**config.mk**
```make
export PLATFORM = sky130hd
export DESIGN_NAME = tevp_timer
export DESIGN_NICKNAME = d
export VERILOG_FILES = /design/src/design/tevp_pkg.sv /design/src/design/tevp_timer.sv /design/src/design/tevp_prescaler.sv /design/src/design/tevp_edge_det.sv
export SDC_FILE = /design/constraint.sdc
export NUM_CORES = 1
export LEC_CHECK = 0
export ABC_AREA = 1
export BUFFER_PORTS_ARGS = -buffer_cell sky130_fd_sc_hd__buf_2
export CAP_MARGIN = 20
export CORE_UTILIZATION = 40
export CTS_CLUSTER_SIZE = 30
export DETAILED_ROUTE_END_ITERATION = 16
export PLACE_DENSITY = 0.68
export SLEW_MARGIN = 20
export SYNTH_ARGS = -nofsm -noshare
export SYNTH_HDL_FRONTEND = slang
export SYNTH_SLANG_ARGS = --single-unit
```
**constraint.sdc**
```tcl
create_clock -name clk_sys -period 1.91 [get_ports clk_sys]
set_input_delay 0.0955 -clock clk_sys [delete_from_list [all_inputs] [get_ports clk_sys]]
set_output_delay 0.0955 -clock clk_sys [all_outputs]
set_load 0.01 [all_outputs]
```
**src/design/tevp_pkg.sv**
```systemverilog
// shared constants for the event/window/pulse timer block
package tevp_pkg;
  // ------
  // register byte offsets
  // ------
  localparam logic [7:0] TEVP_OFS_CTRL = 8'h00;
  localparam logic [7:0] TEVP_OFS_PERIOD = 8'h04;
  localparam logic [7:0] TEVP_OFS_DUTY = 8'h08;
  localparam logic [7:0] TEVP_OFS_STATUS = 8'h0C;
  // ------
  // control field positions
  // ------
  localparam int TEVP_CTRL_W = 12;
  localparam int TEVP_MODE_LSB = 0;
  localparam int TEVP_CKSEL_LSB = 3;
  localparam int TEVP_START_LSB = 5;
  localparam int TEVP_ACAP_BIT = 7;
  localparam int TEVP_MCAP_BIT = 8;
  localparam int TEVP_ONESHOT_BIT = 9;
  localparam int TEVP_TFF_BIT = 10;
  localparam int TEVP_WINPOL_BIT = 11;
  localparam logic [TEVP_CTRL_W-1:0] TEVP_CTRL_RST = 12'h000;
  localparam logic [15:0] TEVP_CMP_RST = 16'hFFFF;
  // ------
  // operating modes and start control codes
  // ------
  localparam logic [2:0] TEVP_MODE_TIMER = 3'h0;
  localparam logic [2:0] TEVP_MODE_EVENT = 3'h2;
  localparam logic [2:0] TEVP_MODE_WINDOW = 3'h3;
  localparam logic [2:0] TEVP_MODE_PWM = 3'h4;
  localparam logic [2:0] TEVP_MODE_PPG = 3'h5;
  localparam logic [1:0] TEVP_START_STOP = 2'h0;
  localparam logic [1:0] TEVP_START_CMD = 2'h1;
  localparam logic [1:0] TEVP_START_RISE = 2'h2;
  localparam logic [1:0] TEVP_START_FALL = 2'h3;
  // ------
  // source clock dividers: log2 of clk_sys cycles per tick
  // ------
  localparam int TEVP_DIV_SH0 = 7;
  localparam int TEVP_DIV_SH1 = 4;
  localparam int TEVP_DIV_SH2 = 1;
  localparam int TEVP_DIV_W = 8;
  // ------
  // measurement / generation sequencer
  // ------
  typedef enum logic [1:0] {
    TEVP_ST_IDLE = 2'b00,
    TEVP_ST_WAIT = 2'b01,
    TEVP_ST_COUNT = 2'b11,
    TEVP_ST_SECOND = 2'b10
  } tevp_state_t;
endpackage : tevp_pkg

```
**src/design/tevp_timer.sv**
```systemverilog
// 16-bit event / window / pulse-width / pulse-generator timer
// What the block, its software and its inputs must do
// event mode: count selected edge of pin
// event mode: match on opposite edge, clear
// source holds pin levels two cycles minimum
// auto-capture copies counter each source tick
// software waits a tick before capture read
// window mode: gated source ticks, match clears
// window pulses much slower than source clock
// width mode: start on trigger, count ticks
// single edge: capture, irq, clear, rearm
// double edge: capture twice, clear on trigger
// software reads capture before next trigger
// single edge counter rests at one
// software drops first capture after start
// pulse mode: command or edge start, oneshot
// continuous: duty toggles, period toggles clears
// stopping keeps current output level
// oneshot: period match stops and clears start
// output pin is inverse of flip-flop
// reinit flip-flop via timer mode first
// period must exceed duty in pulse mode
// write duty only after pulse mode set
// runtime compare updates exceed current count
// change settings only while stopped
// compare value commits after upper byte write
// interrupt is one-cycle pulse on event
`timescale 1ns/1ps
`default_nettype none
module tevp_timer
  import tevp_pkg::*;
(
  // clock and reset
  input wire logic clk_sys,
  input wire logic sys_rst,
  // apb slave
  input wire logic psel,
  input wire logic penable,
  input wire logic pwrite,
  input wire logic [7:0] paddr,
  input wire logic [31:0] pwdata,
  input wire logic [3:0] pstrb,
  output logic [31:0] prdata,
  output logic pready,
  output logic pslverr,
  // timer pins
  input wire logic timer_input_pin,
  output logic pulse_output_n,
  output logic timer_irq
);
  // ------
  // registers and state
  // ------
  logic [TEVP_CTRL_W-1:0] timer_control_reg; // software settings
  logic [15:0] period_compare_reg; // active period value
  logic [15:0] duty_capture_reg; // duty value or captured count
  logic [15:0] period_stage_reg; // staged period bytes
  logic [15:0] duty_stage_reg; // staged duty bytes
  logic period_pend_reg; // upper byte seen, commit pending
  logic duty_pend_reg; // upper byte seen, commit pending
  logic [15:0] count_reg; // the up-counter
  logic out_ff_reg; // timer output flip-flop
  logic irq_reg; // registered interrupt pulse
  logic pnout_reg; // registered active-low pin
  logic pready_reg; // one wait state then ready
  logic pslverr_reg; // unmapped access flag
  logic [31:0] prdata_reg; // read data latch
  tevp_state_t state_reg; // sequencer state
  tevp_state_t state_next; // sequencer next state

  // ------
  // control field views
  // ------
  logic [2:0] operating_mode_select;
  logic [1:0] source_clock_select;
  logic [1:0] start_control;
  logic auto_capture_enable;
  logic capture_edge_mode;
  logic oneshot_select;
  logic output_initial_level;
  logic window_low_active;
  assign operating_mode_select = timer_control_reg[TEVP_MODE_LSB +: 3];
  assign source_clock_select = timer_control_reg[TEVP_CKSEL_LSB +: 2];
  assign start_control = timer_control_reg[TEVP_START_LSB +: 2];
  assign auto_capture_enable = timer_control_reg[TEVP_ACAP_BIT];
  assign capture_edge_mode = timer_control_reg[TEVP_MCAP_BIT];
  assign oneshot_select = timer_control_reg[TEVP_ONESHOT_BIT];
  assign output_initial_level = timer_control_reg[TEVP_TFF_BIT];
  assign window_low_active = timer_control_reg[TEVP_WINPOL_BIT];

  // ------
  // helpers: source tick and pin edges
  // ------
  logic src_tick; // one-cycle source clock enable
  logic pin_rise; // rising edge of the input pin
  logic pin_fall; // falling edge of the input pin

  tevp_prescaler u_presc (
    .clk_sys(clk_sys),
    .sys_rst(sys_rst),
    .sel(source_clock_select),
    .tick(src_tick)
  );

  tevp_edge_det u_edge (
    .clk_sys(clk_sys),
    .sys_rst(sys_rst),
    .pin(timer_input_pin),
    .rise(pin_rise),
    .fall(pin_fall)
  );

  // ------
  // apb decode
  // ------
  logic running; // start control not stopped
  logic trig_edge; // selected trigger / count edge
  logic opp_edge; // edge opposite the trigger
  logic acc_done; // access completes this edge
  logic wr_en; // write takes effect
  logic mapped; // address hits a register
  logic wr_ctrl;
  logic wr_period;
  logic wr_duty;
  logic hw_stop; // oneshot auto-clear of start control
  logic evt; // any interrupt event this cycle

  assign running = (start_control != TEVP_START_STOP);
  // falling selection when code is 11, rising otherwise
  assign trig_edge = (start_control == TEVP_START_FALL) ? pin_fall : pin_rise;
  assign opp_edge = (start_control == TEVP_START_FALL) ? pin_rise : pin_fall;
  assign acc_done = psel & penable & pready_reg;
  assign wr_en = acc_done & pwrite;
  assign mapped = (paddr == TEVP_OFS_CTRL) | (paddr == TEVP_OFS_PERIOD) |
                  (paddr == TEVP_OFS_DUTY) | (paddr == TEVP_OFS_STATUS);
  assign wr_ctrl = wr_en & (paddr == TEVP_OFS_CTRL);
  assign wr_period = wr_en & (paddr == TEVP_OFS_PERIOD);
  assign wr_duty = wr_en & (paddr == TEVP_OFS_DUTY);

  // apb handshake: one wait state, registered answer
  always_ff @(posedge clk_sys) begin
    if (sys_rst) begin
      pready_reg <= 1'b0;
      pslverr_reg <= 1'b0;
      prdata_reg <= 32'h0000_0000;
    end else begin
      pready_reg <= psel & penable & ~pready_reg;
      if (psel & penable & ~pready_reg) begin
        pslverr_reg <= ~mapped;
        case (paddr)
          TEVP_OFS_CTRL: prdata_reg <= {20'h00000, timer_control_reg};
          TEVP_OFS_PERIOD: prdata_reg <= {16'h0000, period_compare_reg};
          TEVP_OFS_DUTY: prdata_reg <= {16'h0000, duty_capture_reg};
          TEVP_OFS_STATUS: prdata_reg <= {13'h0000, running, out_ff_reg,
                                          state_reg != TEVP_ST_IDLE,
                                          count_reg};
          default: prdata_reg <= 32'h0000_0000;
        endcase
      end else begin
        pslverr_reg <= 1'b0;
      end
    end
  end

  // ------------------------------------------------------------
  // control register
  // ------------------------------------------------------------
  // software write wins over the oneshot clear in the same cycle
  always_ff @(posedge clk_sys) begin
    if (sys_rst) begin
      timer_control_reg <= TEVP_CTRL_RST;
    end else if (wr_ctrl) begin
      if (pstrb[0]) begin
        timer_control_reg[7:0] <= pwdata[7:0];
      end
      if (pstrb[1]) begin
        timer_control_reg[TEVP_CTRL_W-1:8] <= pwdata[TEVP_CTRL_W-1:8];
      end
    end else if (hw_stop) begin
      timer_control_reg[TEVP_START_LSB +: 2] <= TEVP_START_STOP;
    end
  end

  // ------------------------------------------------------------
  // compare staging: upper byte arms, source tick commits
  // ------------------------------------------------------------
  always_ff @(posedge clk_sys) begin
    if (sys_rst) begin
      period_stage_reg <= TEVP_CMP_RST;
      period_pend_reg <= 1'b0;
      period_compare_reg <= TEVP_CMP_RST;
    end else begin
      if (wr_period & pstrb[0]) begin
        period_stage_reg[7:0] <= pwdata[7:0];
      end
      if (wr_period & pstrb[1]) begin
        period_stage_reg[15:8] <= pwdata[15:8];
        period_pend_reg <= 1'b1;
      end else if (period_pend_reg & src_tick) begin
        period_compare_reg <= period_stage_reg;
        period_pend_reg <= 1'b0;
      end
    end
  end

  // duty staging; the live register also takes captures
  logic cap_evt; // capture strobe
  logic [15:0] cap_val; // value to capture
  always_ff @(posedge clk_sys) begin
    if (sys_rst) begin
      duty_stage_reg <= TEVP_CMP_RST;
      duty_pend_reg <= 1'b0;
      duty_capture_reg <= TEVP_CMP_RST;
    end else begin
      if (wr_duty & pstrb[0]) begin
        duty_stage_reg[7:0] <= pwdata[7:0];
      end
      if (wr_duty & pstrb[1]) begin
        duty_stage_reg[15:8] <= pwdata[15:8];
        duty_pend_reg <= 1'b1;
      end else if (duty_pend_reg & src_tick) begin
        duty_pend_reg <= 1'b0;
      end
      // hardware capture outranks a pending software value
      if (cap_evt) begin
        duty_capture_reg <= cap_val;
      end else if (duty_pend_reg & src_tick & ~(wr_duty & pstrb[1])) begin
        duty_capture_reg <= duty_stage_reg;
      end
    end
  end

  // ------------------------------------------------------------
  // counting engine
  // ------------------------------------------------------------
  logic [15:0] count_next;
  logic ppg_toggle; // output flip-flop toggle request
  logic period_hit; // counter equals period
  logic duty_hit; // counter equals duty
  logic win_open; // window level is active
  logic acap_mode; // modes allowing auto-capture

  assign period_hit = (count_reg == period_compare_reg);
  assign duty_hit = (count_reg == duty_capture_reg);
  assign win_open = timer_input_pin ^ window_low_active;
  assign acap_mode = (operating_mode_select == TEVP_MODE_TIMER) |
                     (operating_mode_select == TEVP_MODE_EVENT) |
                     (operating_mode_select == TEVP_MODE_WINDOW);

  // next counter, state, events per mode
  always_comb begin
    count_next = count_reg;
    state_next = state_reg;
    evt = 1'b0;
    cap_evt = 1'b0;
    cap_val = count_reg;
    ppg_toggle = 1'b0;
    hw_stop = 1'b0;
    if (!running) begin
      // stopped: clear counter, output level is left alone
      count_next = 16'h0000;
      state_next = TEVP_ST_IDLE;
    end else begin
      case (operating_mode_select)
        TEVP_MODE_EVENT: begin
          // pin edges rely on levels held two machine cycles
          if (trig_edge) begin
            count_next = count_reg + 16'h0001;
          end else if (opp_edge && period_hit) begin
            count_next = 16'h0000;
            evt = 1'b1;
          end
        end
        TEVP_MODE_WINDOW: begin
          // gate sampled per tick; window must be much slower
          if (src_tick && win_open) begin
            if (period_hit) begin
              count_next = 16'h0000;
              evt = 1'b1;
            end else begin
              count_next = count_reg + 16'h0001;
            end
          end
        end
        TEVP_MODE_PWM: begin
          case (state_reg)
            TEVP_ST_IDLE: begin
              state_next = TEVP_ST_WAIT;
            end
            TEVP_ST_WAIT: begin
              if (trig_edge) begin
                state_next = TEVP_ST_COUNT;
              end
            end
            TEVP_ST_COUNT: begin
              if (opp_edge) begin
                cap_evt = 1'b1;
                evt = 1'b1;
                if (capture_edge_mode) begin
                  count_next = 16'h0001;
                  state_next = TEVP_ST_WAIT;
                end else begin
                  state_next = TEVP_ST_SECOND;
                  if (src_tick) begin
                    count_next = count_reg + 16'h0001;
                  end
                end
              end else if (src_tick) begin
                count_next = count_reg + 16'h0001;
              end
            end
            TEVP_ST_SECOND: begin
              if (trig_edge) begin
                cap_evt = 1'b1;
                evt = 1'b1;
                count_next = 16'h0000;
                state_next = TEVP_ST_COUNT;
              end else if (src_tick) begin
                count_next = count_reg + 16'h0001;
              end
            end
            default: begin
              state_next = TEVP_ST_IDLE;
            end
          endcase
        end
        TEVP_MODE_PPG: begin
          case (state_reg)
            TEVP_ST_IDLE: begin
              // command start runs at once, edge start waits
              if (start_control == TEVP_START_CMD) begin
                state_next = TEVP_ST_COUNT;
              end else begin
                state_next = TEVP_ST_WAIT;
              end
            end
            TEVP_ST_WAIT: begin
              if (trig_edge) begin
                state_next = TEVP_ST_COUNT;
              end
            end
            TEVP_ST_COUNT: begin
              if (src_tick) begin
                if (period_hit) begin
                  ppg_toggle = 1'b1;
                  evt = 1'b1;
                  count_next = 16'h0000;
                  if (oneshot_select) begin
                    hw_stop = 1'b1;
                    state_next = TEVP_ST_IDLE;
                  end
                end else begin
                  if (duty_hit) begin
                    ppg_toggle = 1'b1;
                    evt = 1'b1;
                  end
                  count_next = count_reg + 16'h0001;
                end
              end
            end
            default: begin
              state_next = TEVP_ST_IDLE;
            end
          endcase
        end
        default: begin
          // timer mode: counter idles here
          count_next = count_reg;
        end
      endcase
    end
    // auto-capture follows the live counter on every tick
    if (auto_capture_enable && running && acap_mode && src_tick) begin
      cap_evt = 1'b1;
      cap_val = count_reg;
    end
  end

  // counter and sequencer state
  always_ff @(posedge clk_sys) begin
    if (sys_rst) begin
      count_reg <= 16'h0000;
      state_reg <= TEVP_ST_IDLE;
    end else begin
      count_reg <= count_next;
      state_reg <= state_next;
    end
  end

  // ------
  // output flip-flop and pins
  // ------
  // stopped-time control writes load it: non-pulse mode clears it,
  // entering pulse mode loads the initial level
  always_ff @(posedge clk_sys) begin
    if (sys_rst) begin
      out_ff_reg <= 1'b0;
    end else if (wr_ctrl && !running && pstrb[0] && pstrb[1]) begin
      if (pwdata[TEVP_MODE_LSB +: 3] != TEVP_MODE_PPG) begin
        out_ff_reg <= 1'b0;
      end else if (operating_mode_select != TEVP_MODE_PPG) begin
        out_ff_reg <= pwdata[TEVP_TFF_BIT];
      end
    end else if (ppg_toggle) begin
      out_ff_reg <= ~out_ff_reg;
    end
  end

  // registered pins
  always_ff @(posedge clk_sys) begin
    if (sys_rst) begin
      pnout_reg <= 1'b1;
      irq_reg <= 1'b0;
    end else begin
      pnout_reg <= ~out_ff_reg;
      irq_reg <= evt;
    end
  end

  assign pulse_output_n = pnout_reg;
  assign timer_irq = irq_reg;
  assign prdata = prdata_reg;
  assign pready = pready_reg;
  assign pslverr = pslverr_reg;

  // initial level is only meaningful to software in pulse mode
  logic unused_ok;
  assign unused_ok = output_initial_level | pstrb[2] | pstrb[3];
endmodule : tevp_timer
`default_nettype wire

```
**src/design/tevp_prescaler.sv**
```systemverilog
// source clock divider giving one-cycle tick enables
`timescale 1ns/1ps
`default_nettype none
module tevp_prescaler
  import tevp_pkg::*;
(
  // clock and reset
  input wire logic clk_sys,
  input wire logic sys_rst,
  // selection and tick
  input wire logic [1:0] sel,
  output logic tick
);
  // ------
  // free-running divider
  // ------
  localparam int SH [3] = '{TEVP_DIV_SH0, TEVP_DIV_SH1, TEVP_DIV_SH2};
  logic [TEVP_DIV_W-1:0] div_reg; // never stops, so ticks stay periodic
  logic [2:0] taps; // one carry per divider ratio

  // divider counter
  always_ff @(posedge clk_sys) begin
    if (sys_rst) begin
      div_reg <= '0;
    end else begin
      div_reg <= div_reg + 1'b1;
    end
  end

  // carry out of the low bits for each ratio
  genvar gi;
  generate
    for (gi = 0; gi < 3; gi++) begin : g_tap
      assign taps[gi] = &div_reg[SH[gi]-1:0];
    end
  endgenerate

  // code 3 reuses the fastest ratio
  always_comb begin
    tick = (sel == 2'h3) ? taps[2] : taps[sel];
  end
endmodule : tevp_prescaler
`default_nettype wire

```
**src/design/tevp_edge_det.sv**
```systemverilog
// edge detector for the timer input pin
`timescale 1ns/1ps
`default_nettype none
module tevp_edge_det (
  // clock and reset
  input wire logic clk_sys,
  input wire logic sys_rst,
  // pin and edges
  input wire logic pin,
  output logic rise,
  output logic fall
);
  // ------
  // previous sample
  // ------
  logic prev_reg; // pin is already synchronous to clk_sys

  // remember last level
  always_ff @(posedge clk_sys) begin
    if (sys_rst) begin
      prev_reg <= 1'b0;
    end else begin
      prev_reg <= pin;
    end
  end

  // one-cycle edge pulses
  always_comb begin
    rise = pin & ~prev_reg;
    fall = ~pin & prev_reg;
  end
endmodule : tevp_edge_det
`default_nettype wire

```
==> results of run 1 <==
how the worst max path moves through the flow:
stage / startpoint / cells after the start / slack [ns] / endpoint
3_3_place_gp: cap_val[2] / 13 / -0.006 / cap_val[13]
5_1_grt: timer_control_reg[1] / 14 / -0.03 / cap_val[13]
4_1_cts: u_presc.div_reg[0] / 14 / 0.007 / cap_val[10]
6_report: u_presc.div_reg[1] / 13 / 0.07 / cap_val[10]
2_1_floorplan: u_presc.div_reg[0] / 12 / 0.18 / cap_val[15]
3_5_place_dp: cap_val[2] / 13 / -0.01 / cap_val[10]
stage by stage:
step | instance area, sq um | hold WS (ns)
finish | 8670 | 0.0211
global route | 8670 | 0.0342
CTS | 8320 | 0.0170
detailed placement | 7510 | 0.319
global placement | 7510 | 0.321
floorplan | 6680 | 0.209
power by group:
part	internal [mW]	switching [mW]	leakage, nW	total, mW
registers	2.68	0.00895	1.04	2.69
logic	0.0964	0.161	2.41	0.257
clock network	2.16	1.27	0.299	3.43
total	4.94	1.44	3.75	6.38
layout make-up:
cell class,instances,area share [%]
clock buffers,20,5.38
repair buffers,154,13.7
well taps,216,3.12
clock inverters,12,1.82
multi-input cells,684,42.0
flip-flops and latches,128,29.8
inverters,95,4.18
cells in the mapped netlist, drive strengths merged (2+ instances only):
library cell	count
o21a	2
buf	35
nor2	70
clkbuf	22
inv	93
o221ai	5
a21oi	72
clkinv	2
xor2	15
o21ai	49
a31oi	2
ha	6
nand3b	2
nand2	264
dfxtp	128
nor3	8
o22ai	11
nand4	28
o211ai	33
xnor2	13
nand3	87
worst max-delay path: stages (launching register included):
cell and delay (ns):
dfxtp_2 0.35, ha_4 0.15, nand3_4 0.06, nor2_2 0.12, nand2_2 0.09, nand2_4 0.15, clkinvlp_4 0.15, nand4_1 0.13
buf_4 0.17, inv_1 0.07, nor2_4 0.13, nand2_1 0.06, nand2_1 0.06, nor2_1 0.04
logic make-up after synthesis:
family	after synthesis	share of synthesized area [%]
compound gates	175	15.4
xor+xnor	28	3.70
fa+ha+maj	6	1.13
buf+inv	152	10.2
flops	128	38.6
other cells	1	0.0565
simple gates	460	30.8
layer usage:
metal	GRT usage, %	part of all wire [%]	vias up
li1	-	-	3387
met1	33.8	47	3098
met2	35.8	44	245
met3	4.44	5.8	38
met4	9.60	2.7	0
met5	0	0	-
timing repair:
action,in CTS,in global routing
resized for setup,2,66
buffers inserted,0,6
gates cloned,0,4
pin swaps,0,22
endpoints found under the hold margin,36,0
setup endpoints to repair,19,53
hold buffers,17,0
==> flow_metrics.env, run 1 <==
export IMPL_antenna_found_initial=0
export IMPL_crit_path_end_kind="register"
export IMPL_diodes=0
export IMPL_die_area_sq_um=17100
export IMPL_mostFrequentLayoutCells="nand2_1, dfxtp_1, inv_1"
export IMPL_hold_path_class="primary input to register"
export IMPL_timing_fmax_mhz=543
export IMPL_instances_no_fill=1309
export IMPL_grt_total_usage_pct=23.9
export IMPL_grt_pass1_vias=5933
export IMPL_cts_num_sinks=128
export IMPL_io_pins=86
export IMPL_tns_ns=0
export IMPL_yosys_area_top_type="dfxtp_1"
export IMPL_die_x_um=131
export IMPL_clk_path_buf_depth=2
export IMPL_finalCritPeriodShare_pct=96.4
export IMPL_fin_nets=1136
export IMPL_synth_area_per_cell_sq_um=6.98
export IMPL_worst_slack_ns=0.0690
export IMPL_status="finished clean"
export IMPL_yosysWarnings=0
export IMPL_synth_seq_cells=128
export IMPL_async_flop_share_pct=0
export IMPL_dr_total_vias=6768
export IMPL_synth_cells=950
export IMPL_path_clk_slew_ns=0.06
export IMPL_numPortBuffers=54
export IMPL_fill_cells=1535
export IMPL_dr_pass1_iters=6
export IMPL_netlist_area_sq_um=6630
export IMPL_utilization_pct=54.0
export IMPL_finalPower_mw=6.38
export IMPL_grt_max_degree=38
export IMPL_r2r_slack_ns=0.07
export IMPL_min_from="paddr[0]"
export IMPL_rows=46
export IMPL_seqCellArea_sq_um=2580
export IMPL_drcViolationCount=0
export IMPL_drive_gt1_share_pct=22.9
export IMPL_largest_reg_flops=19
export IMPL_synth_distinct_cells=39
export IMPL_wl_per_cell_um=15.3
export IMPL_layout_commonest_cell="nand2_1"
export IMPL_start_kind="register"
export IMPL_multi_input_area_sq_um=3640
export IMPL_htree_levels=4
export IMPL_grt_ovfl_total=0
export IMPL_worst_ep_arrival_time_ns=2.17
export IMPL_ys_flop_type="dfxtp_1"
export IMPL_vdd_drop_max_mv=0.631
export IMPL_regToRegStartpoint="u_presc.div_reg[1]"
export IMPL_cts_tree="built"
export IMPL_hold_viol_final=0
export IMPL_ant_nets=0
export IMPL_cts_buffers=17
export IMPL_reg2reg_to="cap_val[10]"
export IMPL_holdPathStages=4
export IMPL_hpwl_um=14300
export IMPL_synth_edff_count=0
export IMPL_drt_iter0_markers=623
export IMPL_core_sq_um=16100
export IMPL_drv_cap=0
export IMPL_grt_first_pass_wirelength_um=30900
export IMPL_cp_data_required_time_ns=2.24
export IMPL_min_period_ns=1.84
export IMPL_slew_violations=0
export IMPL_vias_per_cell=5.17
export IMPL_clock_latency_ns=0.43
export IMPL_placed_cells=1250
export IMPL_leakage_nw=3.75
export IMPL_synth_area_top_cells="dfxtp_1, nand2_1, nand3_1"
export IMPL_cp_max_fo=5
export IMPL_routabilityCongestion=0.908
export IMPL_powerDensity_nw_per_um2=735
export IMPL_die_y_um=131
export IMPL_min_to="pslverr"
export IMPL_start_util_pct=41.3
export IMPL_reg2reg_depth=13
export IMPL_wl_um=20100
export IMPL_fin_skew_ns=0.00590
export IMPL_synth_top_area_share_pct=38.6
export IMPL_critPathKind="register to register"
export IMPL_syn_to_final_growth_pct=30.8
export IMPL_dpl_worst_slack_ns=-0.0138
export IMPL_ys_seq_area_share_pct=38.6
export IMPL_setup_viol=0
export IMPL_cts_root_buffer="clkbuf_16"
No activity file was read; power rests on OpenSTA's default activity.
==> run 2, diff against run 1 <==
--- a/config.mk
+++ b/config.mk
@@ -5,7 +5,6 @@
 export SDC_FILE = /design/constraint.sdc
 export NUM_CORES = 1
 export LEC_CHECK = 0
-export ABC_AREA = 1
 export BUFFER_PORTS_ARGS = -buffer_cell sky130_fd_sc_hd__buf_2
 export CAP_MARGIN = 20
 export CORE_UTILIZATION = 40
==> run 2 against run 1 <==
Compared with the run above:
- the flow now finishes with violations (setup timing)
- maximum frequency shrank 10%
- setup slack lost 0.20 ns
- sequential cell count did not move
- sequential power hardly changed
- global-route usage increased by 1.4 points
- worst hold slack gained 0.019 ns
- critical endpoint is now duty_capture_reg[8]
- largest power group unchanged
- highest routed layer unchanged
==> flow_metrics.env, run 2 <==
export IMPL_status="finished, violations left"
export IMPL_failed_checks="setup timing"
export IMPL_intPower_mw=5.01
export IMPL_rows=47
export IMPL_htree_levels=4
export IMPL_antenna_found_initial=1
export IMPL_largest_reg_flops=19
export IMPL_finalPower_mw=6.46
export IMPL_layout_commonest_cell="buf_4"
export IMPL_leakage_nw=3.97
export IMPL_cts_root_buffer="clkbuf_16"
export IMPL_crit_start="u_presc.div_reg[1]"
export IMPL_rsz0062_at_grt="yes"
export IMPL_core_sq_um=16600
export IMPL_comb_power_share_pct=5.5
export IMPL_cp_data_required_time_ns=2.23
export IMPL_hpwl_um=15300
export IMPL_synth_top_area_share_pct=37.7
export IMPL_crit_path_end_kind="register"
export IMPL_critical_path_endpoint="duty_capture_reg[8]"
export IMPL_dpl_worst_slack_ns=-0.369
export IMPL_wl_per_cell_um=18.8
export IMPL_grt_total_usage_pct=25.3
export IMPL_numPortBuffers=54
export IMPL_grt_ovfl_total=0
export IMPL_start_kind="register"
export IMPL_routabilityCongestion=0.966
export IMPL_synth_cells=742
export IMPL_r2r_slack_ns=-0.13
export IMPL_cts_num_sinks=128
export IMPL_powerDensity_nw_per_um2=675
export IMPL_finalCritPeriodShare_pct=107
export IMPL_dr_total_vias=6432
export IMPL_reg2reg_depth=8
export IMPL_worst_ep_arrival_time_ns=2.36
export IMPL_io_pins=86
export IMPL_synth_area_per_cell_sq_um=9.16
export IMPL_cts_buffers=17
export IMPL_drcViolationCount=0
export IMPL_synth_edff_count=0
export IMPL_cp_max_fo=8
export IMPL_dr_pass1_iters=7
export IMPL_async_flop_share_pct=0
export IMPL_ys_seq_area_share_pct=37.7
export IMPL_die_y_um=132
export IMPL_p_sw_mw=1.45
export IMPL_synth_distinct_cells=78
export IMPL_stdcell_area_sq_um=9580
export IMPL_drv_cap=0
export IMPL_die_x_um=132
export IMPL_p_sw_share_pct=22.5
export IMPL_fill_cells=1449
export IMPL_worst_slack_ns=-0.135
export IMPL_drive_gt1_share_pct=36.1
export IMPL_yosysMostFrequentCell="dfxtp_1"
export IMPL_vias_per_cell=5.50
export IMPL_synth_seq_cells=128
export IMPL_yosysWarnings=0
export IMPL_clock_latency_ns=0.43
export IMPL_timing_fmax_mhz=489
export IMPL_clk_path_buf_depth=2
export IMPL_fin_nets=992
export IMPL_clock_power_share_pct=53.1
export IMPL_die_area_sq_um=17500
export IMPL_hold_viol_final=0
export IMPL_netlist_area_sq_um=6800
export IMPL_grt_max_degree=51
export IMPL_hold_path_class="primary input to register"
export IMPL_wl_um=22000
export IMPL_placed_cells=1108
export IMPL_vdd_drop_max_mv=0.608
export IMPL_place_area_sq_um=8230
export IMPL_regToRegStartpoint="u_presc.div_reg[1]"
export IMPL_pwr_share_seq_pct=41.5
export IMPL_syn_to_final_growth_pct=40.9
export IMPL_start_util_pct=41.0
export IMPL_instances_no_fill=1169
export IMPL_setup_viol=34
export IMPL_grt_pass1_vias=6169
export IMPL_cts_tree="built"
export IMPL_ant_nets=0
export IMPL_synth_area_top_cells="dfxtp_1, mux2i_1, nand2_1"
export IMPL_ys_flop_type="dfxtp_1"
export IMPL_mostFrequentLayoutCells="buf_4, dfxtp_1, nand2_1"
export IMPL_min_period_ns=2.04
export IMPL_ys_top_cells_by_count="dfxtp_1, nand2_1, nor2_1, mux2i_1, xor2_1"
export IMPL_diodes=0
export IMPL_reg2reg_to="duty_capture_reg[8]"
export IMPL_yosys_area_top_type="dfxtp_1"
export IMPL_fin_skew_ns=0.00701
export IMPL_slew_violations=0
export IMPL_drt_iter0_markers=531
export IMPL_path_clk_slew_ns=0.06
export IMPL_critPathKind="register to register"
export IMPL_grt_first_pass_wirelength_um=33900
==> run 2: changes by cell type after synthesis, moves of 21 or more <==
| cell | delta |
|---|---|
| mux2i_1 | +46 |
| o211ai_1 | -21 |
| inv_1 | -75 |
| a22oi_1 | +22 |
| nand2_1 | -170 |
| xor2_1 | +22 |
| nand3_1 | -47 |
| a21oi_1 | -56 |
==> run 2: cells by family after synthesis <==
kind of cell	Yosys count	share of synthesized area [%]
AND/OR/NAND/NOR	277	21.1
buffers and inverters	76	6.15
AO/OA/AOI/OAI	151	17.1
other	1	0.0552
multiplexers	63	11.6
adder cells (fa/ha/maj)	6	1.10
XOR/XNOR	40	5.16
flip-flops	128	37.7
==> run 2: how the worst min path moves through the flow <==
| stage | startpoint | cells past startpoint | endpoint |
|---|---|---|---|
| 2_1_floorplan | pwdata[0] | 2 | period_stage_reg[0] |
| 3_3_place_gp | pwdata[14] | 3 | period_stage_reg[14] |
| 3_5_place_dp | pwdata[14] | 3 | period_stage_reg[14] |
| 4_1_cts | pwdata[10] | 3 | duty_stage_reg[10] |
| 5_1_grt | pwdata[10] | 3 | duty_stage_reg[10] |
| 6_report | pwdata[10] | 3 | duty_stage_reg[10] |
==> run 2: cell type report <==
type / instances / area, sq um / share of cell area [%]
clock buffers: 19 / 433 / 4.52
clock inverters: 13 / 188 / 1.96
inverters: 9 / 33.8 / 0.353
multi-input cells: 550 / 4220 / 44.1
flip-flops and latches: 128 / 2590 / 27.0
well taps: 220 / 275 / 2.87
repair buffers: 230 / 1830 / 19.1
==> run 2: what timing repair did <==
item,in CTS,in global routing
gates resized for setup,44,42
setup endpoints to repair,41,63
pin swaps,21,17
gates cloned,2,1
hold buffers,15,0
endpoints found under the hold margin,32,0
buffers inserted,7,4
==> run 2: metal layers <==
metal	up-vias	GRT usage [%]	part of all wire (%)
met5	-	0	0
met4	0	11.4	2.6
met3	40	5.96	6.8
met2	255	40.1	47
met1	3111	32.8	44
li1	3026	-	-
==> run 2: worst max-delay path: stages, from the launching register on <==
cell and delay, ns:
dfxtp_2 0.35, ha_4 0.15, nand3_4 0.06, buf_6 0.13, o31a_1 0.33, o22a_4 0.27, buf_12 0.16, or3_4 0.32
a21o_1 0.16
==> run 2: per-stage QoR <==
| stage | hold WS, ns | util [%] | setup TNS [ns] |
|---|---|---|---|
| 6_report | 0.0405 | 57.7 | -3.27 |
| 5_1_grt | 0.0342 | 57.7 | -5.94 |
| 4_1_cts | 0.0203 | 56.2 | -2.24 |
| 3_5_place_dp | 0.348 | 49.6 | -4.14 |
| 3_3_place_gp | 0.345 | 49.6 | -3.66 |
| 2_1_floorplan | 0.219 | - | 0 |
==> run 2: power by group through the flow <==
stage | Clock [mW] | Combinational [mW] | Sequential, mW
global placement | 0 | 0.310 | 2.75
finish | 3.43 | 0.353 | 2.68
floorplan | 0 | 0.182 | 2.75
CTS | 3.47 | 0.346 | 2.68
detailed placement | 0 | 0.313 | 2.75
global route | 3.62 | 0.372 | 2.68
